$ cat src/hdl/ldc_pkg.sv
`default_nettype none
package ldc_pkg;

    localparam logic [6:0] LDC_DEV_ADDR = 7'h36;
    localparam logic [7:0] LDC_OFS_ENABLE = 8'h10;
    localparam logic [7:0] LDC_OFS_DISP_BRIGHT = 8'ha0;
    localparam logic [7:0] LDC_OFS_KEY_BRIGHT = 8'hb0;
    localparam logic [7:0] LDC_RST_ENABLE = 8'h00;
    localparam logic [7:0] LDC_RST_DISP_BRIGHT = 8'h00;
    localparam logic [7:0] LDC_RST_KEY_BRIGHT = 8'h00;
    localparam int LDC_POS_MAIN_EN = 0;
    localparam int LDC_POS_SUB_EN = 1;
    localparam int LDC_POS_KEY_EN = 2;
    localparam int LDC_POS_MAIN_LVL = 0;
    localparam int LDC_POS_SUB_LVL = 4;
    localparam int LDC_POS_KEY_LVL = 0;
    localparam logic [7:0] LDC_MASK_ENABLE = 8'h07;
    localparam logic [7:0] LDC_MASK_KEY = 8'h03;
    localparam logic [3:0] LDC_BYTE_BITS = 4'h8;

    typedef struct packed {
        logic main_bank_enable;
        logic sub_bank_enable;
        logic keypad_enable;
        logic [3:0] main_level_code;
        logic [3:0] sub_level_code;
        logic [1:0] keypad_level_code;
        logic [6:0] keypad_percent;
    } ldc_ctrl_t;

    typedef struct packed {
        logic [3:0] main_low;
        logic [1:0] sub_low;
        logic [3:0] main_open;
        logic [1:0] sub_open;
    } ldc_sense_t;

endpackage
`default_nettype wire

$ cat src/hdl/ldc_top.sv
// Notes on behaviour
// - data falling while clock high is a start.
// - data rising while clock high is a stop.
// - data changes only while clock low, except start and stop.
// - repeated start restarts address reception like a first start.
// - bytes are eight bits, most significant first.
// - target holds data low through ninth clock to acknowledge the address, register and value bytes of a write.
// - first byte: seven address bits then direction, 0 write 1 read.
// - target answers only address 36 hex.
// - write: second byte selects register, third is its value.
// - enable register holds main, sub and keypad enable bits.
// - pump unity gain; any active bank sink near 375mV selects 3/2.
// - only enabled main or sub bank sinks join the gain decision.
// - keypad enabled with both display banks off forces 3/2.
// - an unconnected enabled bank sink forces 3/2.
// - sixteen duty levels per display bank, four keypad levels.
// - brightness register: main code low nibble, sub code high nibble.
// - keypad code is two low bits, 11 full scale, rest unused.
// - keypad codes give 100, 70, 40, 20 percent of full scale.
`timescale 1ns/1ps
`default_nettype none
module ldc_top
    import ldc_pkg::*;
(
    // clock and reset
    input wire logic clock,
    input wire logic rst_n,
    // two-wire bus pins
    input wire logic scl_in,
    input wire logic sda_in,
    output logic sda_out,
    output logic sda_oe,
    // analog sink sense from the current sinks
    input wire logic [3:0] main_low,
    input wire logic [1:0] sub_low,
    input wire logic [3:0] main_open,
    input wire logic [1:0] sub_open,
    // controls to the analog side
    output ldc_ctrl_t ctrl,
    output logic gain_three_halves,
    output logic bus_busy
);

    ////////////////////////////////////////////////////////////////////////////

    typedef enum logic [4:0] {
        ST_IDLE = 5'b00001,
        ST_RECV = 5'b00010,
        ST_ACK = 5'b00100,
        ST_IGNORE = 5'b01000,
        ST_DONE = 5'b10000
    } ldc_phase_t;

    typedef struct packed {
        logic [1:0] scl_sync;
        logic [1:0] sda_sync;
        logic scl_d;
        logic sda_d;
        ldc_phase_t phase;
        logic [3:0] bit_cnt;
        logic [7:0] shift;
        logic [1:0] byte_idx;
        logic [7:0] reg_addr;
        logic ack_drive;
        logic busy;
        logic [7:0] enable_r;
        logic [7:0] bright_r;
        logic [7:0] keypad_r;
    } ldc_state_t;

    ldc_state_t st_r;
    ldc_state_t st_nxt;
    logic scl_s;
    logic sda_s;
    logic scl_rise;
    logic scl_fall;
    logic start_seen;
    logic stop_seen;
    ldc_sense_t sense;

    // keypad analog scale in percent of full scale
    function automatic logic [6:0] key_percent(input logic [1:0] code);
        logic [6:0] p;
        p = 7'h14;
        unique case (code)
            2'b11: p = 7'h64;
            2'b10: p = 7'h46;
            2'b01: p = 7'h28;
            2'b00: p = 7'h14;
        endcase
        return p;
    endfunction

    ////////////////////////////////////////////////////////////////////////////

    // only the second stage of each synchroniser is observed
    assign scl_s = st_r.scl_sync[1];
    assign sda_s = st_r.sda_sync[1];
    assign scl_rise = scl_s & ~st_r.scl_d;
    assign scl_fall = ~scl_s & st_r.scl_d;
    assign start_seen = scl_s & st_r.scl_d & st_r.sda_d & ~sda_s;
    assign stop_seen = scl_s & st_r.scl_d & ~st_r.sda_d & sda_s;

    always_comb begin
        st_nxt = st_r;
        st_nxt.scl_sync = {st_r.scl_sync[0], scl_in};
        st_nxt.sda_sync = {st_r.sda_sync[0], sda_in};
        st_nxt.scl_d = scl_s;
        st_nxt.sda_d = sda_s;

        if (start_seen) begin
            // repeated start behaves as a first start
            st_nxt.phase = ST_RECV;
            st_nxt.bit_cnt = 4'h0;
            st_nxt.byte_idx = 2'h0;
            st_nxt.ack_drive = 1'b0;
            st_nxt.busy = 1'b1;
        end else if (stop_seen) begin
            st_nxt.phase = ST_IDLE;
            st_nxt.ack_drive = 1'b0;
            st_nxt.busy = 1'b0;
        end else begin
            unique case (st_r.phase)
                ST_IDLE: begin
                    st_nxt.ack_drive = 1'b0;
                end
                ST_RECV: begin
                    // data sampled on rising clock, stable while high
                    if (scl_rise) begin
                        st_nxt.shift = {st_r.shift[6:0], sda_s};
                        st_nxt.bit_cnt = st_r.bit_cnt + 4'h1;
                    end
                    if (scl_fall && st_r.bit_cnt == LDC_BYTE_BITS) begin
                        st_nxt.bit_cnt = 4'h0;
                        if (st_r.byte_idx == 2'h0) begin
                            // read requests are not supported, so left unacked
                            if (st_r.shift[7:1] == LDC_DEV_ADDR && !st_r.shift[0]) begin
                                st_nxt.phase = ST_ACK;
                                st_nxt.ack_drive = 1'b1;
                            end else begin
                                st_nxt.phase = ST_IGNORE;
                            end
                        end else begin
                            st_nxt.phase = ST_ACK;
                            st_nxt.ack_drive = 1'b1;
                            if (st_r.byte_idx == 2'h1) begin
                                st_nxt.reg_addr = st_r.shift;
                            end else begin
                                // unmapped addresses are acked but discarded
                                unique case (st_r.reg_addr)
                                    LDC_OFS_ENABLE:
                                        st_nxt.enable_r = st_r.shift & LDC_MASK_ENABLE;
                                    LDC_OFS_DISP_BRIGHT:
                                        st_nxt.bright_r = st_r.shift;
                                    LDC_OFS_KEY_BRIGHT:
                                        st_nxt.keypad_r = st_r.shift & LDC_MASK_KEY;
                                    default: ;
                                endcase
                            end
                        end
                    end
                end
                ST_ACK: begin
                    // hold low over the whole ninth pulse, release on its fall
                    if (scl_fall) begin
                        st_nxt.ack_drive = 1'b0;
                        st_nxt.phase = (st_r.byte_idx == 2'h2) ? ST_DONE : ST_RECV;
                        st_nxt.byte_idx = (st_r.byte_idx == 2'h2) ? 2'h2
                            : st_r.byte_idx + 2'h1;
                    end
                end
                ST_IGNORE: begin
                    st_nxt.ack_drive = 1'b0;
                end
                ST_DONE: begin
                    // further bytes are left unacknowledged until a new start
                    st_nxt.ack_drive = 1'b0;
                end
                default: begin
                    st_nxt.phase = ST_IDLE;
                end
            endcase
        end
    end

    always_ff @(posedge clock or negedge rst_n) begin
        if (!rst_n) begin
            st_r <= '0;
            st_r.scl_sync <= 2'b11;
            st_r.sda_sync <= 2'b11;
            st_r.scl_d <= 1'b1;
            st_r.sda_d <= 1'b1;
            st_r.phase <= ST_IDLE;
            st_r.enable_r <= LDC_RST_ENABLE;
            st_r.bright_r <= LDC_RST_DISP_BRIGHT;
            st_r.keypad_r <= LDC_RST_KEY_BRIGHT;
        end else begin
            st_r <= st_nxt;
        end
    end

    ////////////////////////////////////////////////////////////////////////////

    // open drain: only ever pull low
    assign sda_out = 1'b0;
    assign sda_oe = st_r.ack_drive;
    assign bus_busy = st_r.busy;

    always_comb begin
        ctrl.main_bank_enable = st_r.enable_r[LDC_POS_MAIN_EN];
        ctrl.sub_bank_enable = st_r.enable_r[LDC_POS_SUB_EN];
        ctrl.keypad_enable = st_r.enable_r[LDC_POS_KEY_EN];
        ctrl.main_level_code = st_r.bright_r[LDC_POS_MAIN_LVL +: 4];
        ctrl.sub_level_code = st_r.bright_r[LDC_POS_SUB_LVL +: 4];
        ctrl.keypad_level_code = st_r.keypad_r[LDC_POS_KEY_LVL +: 2];
        ctrl.keypad_percent = key_percent(st_r.keypad_r[LDC_POS_KEY_LVL +: 2]);
    end

    assign sense.main_low = main_low;
    assign sense.sub_low = sub_low;
    assign sense.main_open = main_open;
    assign sense.sub_open = sub_open;

    ldc_gain_sel u_gain (
        .clock(clock),
        .rst_n(rst_n),
        .ctrl(ctrl),
        .sense(sense),
        .gain_three_halves(gain_three_halves)
    );

endmodule // ldc_top
`default_nettype wire

$ cat src/hdl/ldc_gain_sel.sv
`timescale 1ns/1ps
`default_nettype none
module ldc_gain_sel
    import ldc_pkg::*;
(
    // clock and reset
    input wire logic clock,
    input wire logic rst_n,
    // control and analog sense
    input wire ldc_ctrl_t ctrl,
    input wire ldc_sense_t sense,
    // gain request
    output logic gain_three_halves
);

    typedef struct packed {
        ldc_sense_t s1;
        ldc_sense_t s2;
        logic gain;
    } ldc_gain_state_t;

    ldc_gain_state_t st_r;
    ldc_gain_state_t st_nxt;
    logic main_hit;
    logic sub_hit;

    always_comb begin
        st_nxt = st_r;
        st_nxt.s1 = sense;
        st_nxt.s2 = st_r.s1;
        // only enabled display banks are watched; keypad never is
        main_hit = ctrl.main_bank_enable &
            (|st_r.s2.main_low | |st_r.s2.main_open);
        sub_hit = ctrl.sub_bank_enable &
            (|st_r.s2.sub_low | |st_r.s2.sub_open);
        // keypad alone would lack headroom at unity gain
        st_nxt.gain = main_hit | sub_hit |
            (ctrl.keypad_enable & ~ctrl.main_bank_enable & ~ctrl.sub_bank_enable);
    end

    always_ff @(posedge clock or negedge rst_n) begin
        if (!rst_n) begin
            st_r <= '0;
        end else begin
            st_r <= st_nxt;
        end
    end

    assign gain_three_halves = st_r.gain;

endmodule // ldc_gain_sel
`default_nettype wire

$ cat config.mk
export PLATFORM = sky130hd
export DESIGN_NAME = ldc_top
export DESIGN_NICKNAME = d
export VERILOG_FILES = /design/src/hdl/ldc_pkg.sv /design/src/hdl/ldc_top.sv /design/src/hdl/ldc_gain_sel.sv
export SDC_FILE = /design/constraint.sdc
export NUM_CORES = 1
export LEC_CHECK = 0
export ABC_AREA = 1
export BUFFER_PORTS_ARGS = -buffer_cell sky130_fd_sc_hd__buf_2
export CAP_MARGIN = 20
export CORE_ASPECT_RATIO = 1.1
export CORE_MARGIN = 2
export CORE_UTILIZATION = 50
export CTS_BUF_LIST = sky130_fd_sc_hd__clkbuf_4
export CTS_CLUSTER_SIZE = 40
export DETAILED_ROUTE_END_ITERATION = 8
export MAX_ROUTING_LAYER = met4
export PLACE_DENSITY = 0.71
export SLEW_MARGIN = 20
export SYNTH_ARGS = -nofsm -noshare
export SYNTH_HDL_FRONTEND = slang
export SYNTH_SLANG_ARGS = --single-unit
$ cat constraint.sdc
create_clock -name clock -period 2.9 [get_ports clock]
set_clock_uncertainty 0.1 [all_clocks]
set_input_delay 0.725 -clock clock [delete_from_list [all_inputs] [get_ports clock]]
set_output_delay 0.725 -clock clock [all_outputs]
set_load 0.03 [all_outputs]
==> flow_summary.ini, run 1 <==
[sta]
fin_crit_ns = 2.05
fmax_ghz = 0.488
drv_slew = 0
max_slew.worst_pin.slew_ns = 0.549
setup_viol = 0
maxSlewHeadroom_pct = 63.4
hold_viol = 0
rsz0062_at_grt = no
setup_tns_ns = 0
period_share_pct = 70.6

[pwr]
p_per_area_mw_per_mm2 = 591
irDropWorstVdd_uv = 321
power.leakage_nw = 1.61

[routing]
route.detailed.drc = 0
dr.pass1.iters = 4
vias = 2011
drt-initial-drc-count = 79
wl_per_cell_um = 12.5
via_per_inst = 4.86
ant_nets = 0
wl_mm = 5.18

[clock_network]
holdBufCountCts = 0
cts.clk_slew.worst_paths_ns = 0.13
clk_latency_ns = 0.42
cts_setup_buffers = 0
cts.sinks = 73
cts.path.max_buffers = 2
cts-resized-gates = 0
cts_made_buffers = 9
cts_root_buffer = clkbuf_4
htree_num_levels = 3
cts_tree = built

[worst_setup_path]
r2r_cells = 9
cp_top_family = flip-flops
critPathMostFrequentCell = inv_1
cp_cell_sequence = inv_1 > nand2_1 > inv_1 > buf_2
path_max_fanout = 5
cp_data_arrival_time_ns = 1.22
critPathKind = reg -> out
crit_buf_inv = 3
ff2ff_setup_slack_ns = 1.10
cp_slowest_cell = dfrtp_1
cp-end-kind = output port
cp.required_ns = 2.08
r2r-start = st_r[44]$_DFFE_PN0P_
crit_path_start_kind = flop
worst_path_largest_cell_delay_ns = 0.44
regToRegEndpoint = ctrl[16]$_DFFE_PN0P_

[min_path]
hold_path_class = in -> async

[final_layout]
antenna_cells = 0
drive_gt1_share_pct = 25.2
syn2layout_area_growth_pct = 9.72
design_area_mm2 = 0.00335
fillers = 515
nets = 353

[floorplan]
die_w_um = 78.5
dieArea_mm2 = 0.00675
die_height_um = 85.9
core_mm2 = 0.00584
start_util_pct = 52.2
placementRows = 29
ios = 40

[global_routing]
grt_pass1_wl_mm = 9.25
antenna_found_initial = 0
grt_max_degree = 29
grt_pass1_vias = 2023
overflow = 0
grt_use_total_pct = 18.1

[placement]
io_buffers = 37
place_hpwl_mm = 3.72
place_area_mm2 = 0.00321
gp_congestion = 0.929

[synth]
ys_seq_area_share_pct = 60.1
ys_warn_count = 0
ys_seq_elements = 73
synth_cells = 301
syn_area_mm2 = 0.00305
synth.avg_cell_area_um2 = 10.1
yosysUniqueCellTypes = 33

[flow_run]
cap_viol_max_count = 0

[run_status]
outcome = finished, final reports clean
## cell usage after synthesis (all sizes together)
cell | count | share of area, %
o31ai | 1 | 0.25
nand3 | 17 | 3.8
buf | 17 | 4.4
o21ai | 40 | 7.5
ha | 5 | 2.1
dfstp | 7 | 6.0
nor3 | 5 | 1.4
o41ai | 1 | 0.29
inv | 32 | 3.9
xnor2 | 2 | 0.57
o21bai | 1 | 0.25
o21a | 1 | 0.25
nand2 | 66 | 8.9
dfrtp | 66 | 54
conb | 1 | 0.12
nor4 | 2 | 0.41
o32ai | 1 | 0.29
nand4 | 4 | 0.82
a31oi | 1 | 0.21
nor2 | 28 | 4.0
clkbuf | 3 | 0.37
## stage by stage
stage | util (%) | power, mW | hold WS, ns | setup slack (ns) | cells
2_1_floorplan | - | 1.28 | 0.231 | 1.14 | 302
3_3_place_gp | 54.9 | 1.35 | 0.232 | 1.16 | 398
3_5_place_dp | 54.9 | 1.35 | 0.235 | 1.12 | 398
4_1_cts | 57.3 | 1.99 | 0.186 | 0.828 | 414
5_1_grt | 57.3 | 2.08 | 0.199 | 0.724 | 414
6_report | 57.3 | 1.98 | 0.176 | 0.851 | 414
## where the power goes
| part | total [mW] | switching, mW | internal (mW) |
|---|---|---|---|
| clock | 0.644 | 0.375 | 0.268 |
| combinational | 0.234 | 0.162 | 0.0715 |
| sequential | 1.10 | 0.0266 | 1.07 |
## area by class of cell
cell class              instances  area (um2)  area share (%)
flip-flops and latches         73        1840            54.8
repair buffers                 39         200            5.98
multi-input cells             177         953            28.5
well taps                      77        96.3            2.88
clock inverters                 7        75.1            2.24
clock buffers                   9        67.6            2.02
inverters                      32         120            3.59
## logic make-up after synthesis
group | Yosys count | synth area share (%)
and+or+nand+nor | 122 | 19.3
DFF | 73 | 60.1
buffers and inverters | 52 | 8.73
AOI/OAI and AO/OA | 46 | 9.06
adders and majority gates | 5 | 2.05
xor gates and xnor gates | 2 | 0.574
other | 1 | 0.123
## registers in the layout, indices dropped and copies added, names as in the netlist
signal	flops
bus_busy	1
st_nxt	2
u_gain.st_r	12
ctrl	13
u_gain.gain_three_halves	1
scl_s	1
sda_s	1
sda_oe	1
u_gain.st_nxt	12
st_r	29
## how the worst max path moves through the flow
| stage | from | endpoint | slack, ns | cells after the start |
|---|---|---|---|---|
| 3_3_place_gp | sda_s$_DFF_PN1_ | ctrl[13]$_DFFE_PN0P_ | 1.16 | 7 |
| 3_5_place_dp | st_r[44]$_DFFE_PN0P_ | ctrl[16]$_DFFE_PN0P_ | 1.12 | 9 |
| 4_1_cts | ctrl[8]$_DFFE_PN0P_ | ctrl[3] | 0.83 | 4 |
| 5_1_grt | ctrl[8]$_DFFE_PN0P_ | ctrl[3] | 0.72 | 4 |
| 2_1_floorplan | ctrl[8]$_DFFE_PN0P_ | ctrl[3] | 1.14 | 3 |
| 6_report | ctrl[8]$_DFFE_PN0P_ | ctrl[3] | 0.85 | 4 |
## routing by layer
layer / vias to the layer above / part of all wire (%) / global-route usage (%)
met5: - / 0 / -
met1: 972 / 47 / 23.2
met2: 21 / 49 / 27.7
met3: 6 / 2.8 / 4.74
li1: 1012 / - / -
met4: 0 / 1.1 / 7.02
## placed cells by master (no fill, tap or decap), types with 4 or more instances in the layout
master	Yosys	routed
o21ai_0	27	27
nand2_1	60	60
dfrtp_1	66	66
o21ai_2	8	8
dfstp_2	7	7
nor2_1	25	25
ha_1	5	5
inv_1	30	30
clkbuf_4	0	9
nand3_1	14	14
nand4_1	4	4
o21ai_1	5	5
nand2_2	4	4
buf_2	0	37
(Power assumes the default switching activity.)
==> run 2: changes to the inputs <==
==> constraint.sdc (replaced) <==
create_clock -name clock -period 1.9 [get_ports clock]
set_clock_uncertainty 0.1 [all_clocks]
set_input_delay 0.475 -clock clock [delete_from_list [all_inputs] [get_ports clock]]
set_output_delay 0.475 -clock clock [all_outputs]
set_load 0.03 [all_outputs]
==> flow_summary.ini, run 2 (synthesis results as in run 1) <==
[pwr]
total_power_mw = 3.20
power.leakage_nw = 1.67
p_per_area_mw_per_mm2 = 922
irDropWorstVdd_uv = 714

[floorplan]
placementRows = 29
die_w_um = 78.5
ios = 40
start_util_pct = 52.2
die_height_um = 85.9
core_mm2 = 0.00584
dieArea_mm2 = 0.00675

[clock_network]
cts_tree = built
htree_num_levels = 3
cts.clk_slew.worst_paths_ns = 0.12
cts.path.max_buffers = 2
cts_made_buffers = 9
cts.sinks = 73
cts_root_buffer = clkbuf_4
clk_latency_ns = 0.42

[worst_setup_path]
regToRegEndpoint = ctrl[14]$_DFFE_PN0P_
cp.required_ns = 2.11
cp_top_family = simple AND/OR/NAND/NOR gates
cp_cell_sequence = inv_1 > nor2_2 > inv_2 > nor2_4 > nand2_4 > nor3_4 > nand2_4 > nand2_2 > o21ai_2
critPathLaunch = st_r[54]$_DFF_PN1_
crit_path_start_kind = flop
path_depth = 9
ff2ff_setup_slack_ns = 0.11
crit_buf_inv = 2
critPathMostFrequentCell = nand2_4
worst_path_largest_cell_delay_ns = 0.55
r2r-start = st_r[54]$_DFF_PN1_
cp-end-kind = flop
cp_data_arrival_time_ns = 2.00
cp_slowest_cell = dfstp_2
endpoint = ctrl[14]$_DFFE_PN0P_
path_max_fanout = 8
critPathKind = reg -> reg
r2r_cells = 9

[routing]
drt-initial-drc-count = 123
via_per_inst = 4.85
dr.pass1.iters = 4
routed.top_layer = met4
wl_mm = 5.30
drt-met1-wl_mm = 2.37
dr_wl_met2_mm = 2.64
vias = 2039
wl_met3_um = 191
wl_per_cell_um = 12.6
ant_nets = 0
route.detailed.drc = 0

[global_routing]
grt_max_degree = 74
overflow = 0
grt_use_total_pct = 17.9
grt_pass1_wl_mm = 9.03
grt_pass1_vias = 2005
antenna_found_initial = 0

[final_layout]
antenna_cells = 0
design_area_mm2 = 0.00347
syn2layout_area_growth_pct = 13.8
final_cell_mix = dfrtp_1, nand2_1, buf_2
nets = 359
largest_reg_flops = 29
drive_gt1_share_pct = 29.2
top_register = st_r
final_util_pct = 59.4
final_common_cell = dfrtp_1
fin_cells = 420

[placement]
gp_congestion = 0.963
place_area_mm2 = 0.00322
pre_cts_slack_ns = 0.0842
dpl.cell_count = 398
io_buffers = 37
place_hpwl_mm = 3.68

[flow_run]
cap_viol_max_count = 0

[sta]
fin_crit_ns = 1.79
fin_ws_ns = 0.111
whs_ns = 0.0454
setup_viol = 0
fmax_ghz = 0.559
drv_slew = 0
period_share_pct = 94.2
rsz0062_at_grt = no
hold_viol = 0
setup_tns_ns = 0

[min_path]
hold_path_class = in -> reg

[run_status]
outcome = finished, final reports clean
## run 2: changes by cell type in the layout (fill, tap and decap cells not counted), sizes merged
cell / delta
inv: -1
nand2: +1
dlygate4sd3: +1
bufinv: +1
buf: +4
## run 2: layout make-up
cell class	instances	area, um2
timing repair buffer	44	253
clock buffer	9	67.6
clock inverter	7	101
multi-input combinational	178	998
inverter	32	120
tap	77	96.3
fill	491	2370
sequential	73	1840
## run 2: routing by layer
metal  vias to the layer above  GRT usage [%]
li1                       1020              -
met1                       967           22.8
met2                        43           27.1
met3                         9           4.53
met4                         0           8.45
met5                         -              -
## run 2: what timing repair did
action,CTS,global route
resized for setup,0,13
endpoints found under the setup margin,0,20
buffers inserted,0,4
hold buffers,1,0
hold endpoints to repair,66,0
## run 2: worst register-to-register path: cells and delay by family (launching register included)
family | cells | cell delay [ns]
buf+inv | 2 | 0.12
simple gates | 6 | 0.86
flops | 1 | 0.55
compound gates | 1 | 0.05
## run 2: worst min path at each step
stage	from	to	depth (start not counted)
2_1_floorplan	rst_n	bus_busy$_DFFE_PN0P_	0
3_3_place_gp	u_gain.st_nxt[9]$_DFF_PN0_	u_gain.st_r[9]$_DFF_PN0_	0
3_5_place_dp	u_gain.st_nxt[6]$_DFF_PN0_	u_gain.st_r[6]$_DFF_PN0_	0
4_1_cts	scl_in	st_nxt[58]$_DFF_PN1_	1
5_1_grt	sub_open[0]	u_gain.st_nxt[1]$_DFF_PN0_	1
6_report	sda_in	st_nxt[56]$_DFF_PN1_	1
## run 2: power breakdown
group / leakage [nW] / total (mW) / internal [mW] / switching, mW
logic: 0.649 / 0.412 / 0.142 / 0.271
registers: 0.934 / 1.68 / 1.64 / 0.0404
clock network: 0.0831 / 1.11 / 0.544 / 0.565
==> run 3: changes to the inputs <==
--- a/config.mk
+++ b/config.mk
@@ -15,7 +15,7 @@
 export CTS_CLUSTER_SIZE = 40
 export DETAILED_ROUTE_END_ITERATION = 8
 export MAX_ROUTING_LAYER = met4
-export PLACE_DENSITY = 0.71
+export PLACE_DENSITY = 0.73
 export SLEW_MARGIN = 20
 export SYNTH_ARGS = -nofsm -noshare
 export SYNTH_HDL_FRONTEND = slang
==> constraint.sdc (replaced) <==
create_clock -name clock -period 1.4 [get_ports clock]
set_clock_uncertainty 0.1 [all_clocks]
set_input_delay 0.35 -clock clock [delete_from_list [all_inputs] [get_ports clock]]
set_output_delay 0.35 -clock clock [all_outputs]
set_load 0.03 [all_outputs]
==> flow_summary.ini, run 3 (synthesis results as in run 1) <==
[run_status]
outcome = complete, but fails checks
violations = negative setup slack

[global_routing]
grt_use_total_pct = 22.6
grt_pass1_wl_mm = 11.3
grt_pass1_vias = 2488
antenna_found_initial = 0
overflow = 0
grt_max_degree = 74

[pwr]
p_per_area_mw_per_mm2 = 979
switchingPower_mw = 1.27
total_power_mw = 4.25
clockPowerShare_pct = 26.6
p_sw_share_pct = 29.8
p_int_mw = 2.99
power.leakage_nw = 2.03
seqPwrFrac_pct = 53.6
p_comb_share_pct = 19.9
irDropWorstVdd_uv = 806

[sta]
drv_slew = 0
hold_viol = 0
rsz0062_at_grt = yes
fmax_ghz = 0.572
whs_ns = 0.256
setup_viol = 64
period_share_pct = 125
fin_crit_ns = 1.75
fin_ws_ns = -0.348

[worst_setup_path]
r2r_cells = 10
critPathKind = reg -> reg
cp_data_arrival_time_ns = 1.95
cp-end-kind = flop
crit_path_start_kind = flop
cp.required_ns = 1.60
r2r-start = st_r[54]$_DFF_PN1_
critPathLaunch = st_r[54]$_DFF_PN1_
path_max_fanout = 4

[routing]
route.detailed.drc = 0
ant_nets = 0
via_per_inst = 5.03
dr_wl_met2_mm = 3.68
wl_per_cell_um = 14.5
vias = 2493
routed.top_layer = met4
wl_met3_um = 315
drt-initial-drc-count = 167
dr.pass1.iters = 5
wl_mm = 7.21
drt-met1-wl_mm = 3.04

[final_layout]
syn2layout_area_growth_pct = 42.4
nets = 435
top_register = st_r
fillers = 347
antenna_cells = 0
largest_reg_flops = 29
final_cell_mix = dfrtp_1, buf_4, nand2_1
final_common_cell = dfrtp_1
drive_gt1_share_pct = 45.6

[clock_network]
cts.sinks = 73
cts_tree = built
cts_made_buffers = 9
cts.clk_slew.worst_paths_ns = 0.12
cts_root_buffer = clkbuf_4
clk_latency_ns = 0.42
htree_num_levels = 3
cts.path.max_buffers = 2

[min_path]
hp-start = u_gain.st_nxt[6]$_DFF_PN0_
hold_path_class = reg -> reg
hold_depth = 0

[floorplan]
die_w_um = 78.5
die_height_um = 85.9
ios = 40
placementRows = 29
core_mm2 = 0.00584
start_util_pct = 52.2
dieArea_mm2 = 0.00675

[placement]
pre_cts_slack_ns = -0.297
place_hpwl_mm = 3.80
io_buffers = 37
gp_congestion = 0.811

[flow_run]
cap_viol_max_count = 0
==> run 3: cell types whose count changed in the layout (fill, tap and decap cells not counted), moves of 4 or more <==
| cell | before | now |
|---|---|---|
| buf_6 | 0 | 28 |
| nand2_2 | 5 | 18 |
| buf_2 | 37 | 16 |
| buf_4 | 5 | 58 |
| o21ai_0 | 27 | 10 |
| o21ai_1 | 5 | 18 |
| inv_1 | 27 | 22 |
| o21ai_2 | 8 | 12 |
| nand2_1 | 58 | 42 |
| dlygate4sd3_1 | 1 | 15 |
==> run 3: worst paths after layout <==
path / endpoint / slack [ns]
hold reg to reg: u_gain.st_r[6]$_DFF_PN0_ / 0.26
min in group asynchronous: st_r[40]$_DFFE_PN0P_ / 0.39
setup / recovery: ctrl[8]$_DFFE_PN0P_ / -0.35
max in group asynchronous: sda_s$_DFF_PN1_ / 0.47
hold / removal: u_gain.st_r[6]$_DFF_PN0_ / 0.26
setup reg to reg: ctrl[8]$_DFFE_PN0P_ / -0.35
==> run 3: what timing repair did <==
action | 4_1_cts | 5_1_grt
setup buffers | 19 | 8
endpoints found under the setup margin | 63 | 63
pin swaps | 9 | 18
gates resized for setup | 79 | 41
hold buffers | 15 | 0
endpoints found under the hold margin | 80 | 0
gates cloned | 3 | 0
==> run 3: layout make-up <==
type	instances	area (um2)	area share [%]
multi-input cells	179	1160	26.6
clock buffers	12	90.1	2.07
clock inverters	4	22.5	0.518
flip-flops and latches	73	1840	42.3
repair buffers	119	1020	23.4
well taps	77	96.3	2.22
inverters	32	125	2.88
==> run 3: metal layers <==
metal	global-route usage, %	up-vias
li1	-	1183
met1	27.8	1217
met2	37.2	77
met3	4.32	16
met4	8.61	0
met5	-	-
==> run 3: power by group through the flow <==
stage / registers, mW / logic (mW) / clock network (mW)
6_report: 2.28 / 0.844 / 1.13
5_1_grt: 2.29 / 0.924 / 1.24
3_3_place_gp: 2.31 / 0.594 / 0
4_1_cts: 2.28 / 0.750 / 1.15
3_5_place_dp: 2.31 / 0.610 / 0
2_1_floorplan: 2.32 / 0.354 / 0
==> run 3: metrics by stage <==
stage	instance area [um2]	utilization, %	instances	TNS (ns)
after floorplan	3080	-	302	-3.19
after global placement	3530	60.4	436	-6.55
after detailed placement	3530	60.4	436	-7.52
after CTS	4170	71.4	489	-9.81
after global routing	4340	74.4	496	-16.19
final	4340	74.4	496	-11.81
==> run 3: worst max-delay path: stages, from the launching register on <==
cell and delay, ns:
dfstp_2 0.56, inv_2 0.05, nor2_4 0.11, inv_2 0.06, nor2_4 0.11, nand2_4 0.08, buf_6 0.13, nor3_4 0.15
nand2_2 0.12, nand2_1 0.08, o21ai_1 0.06
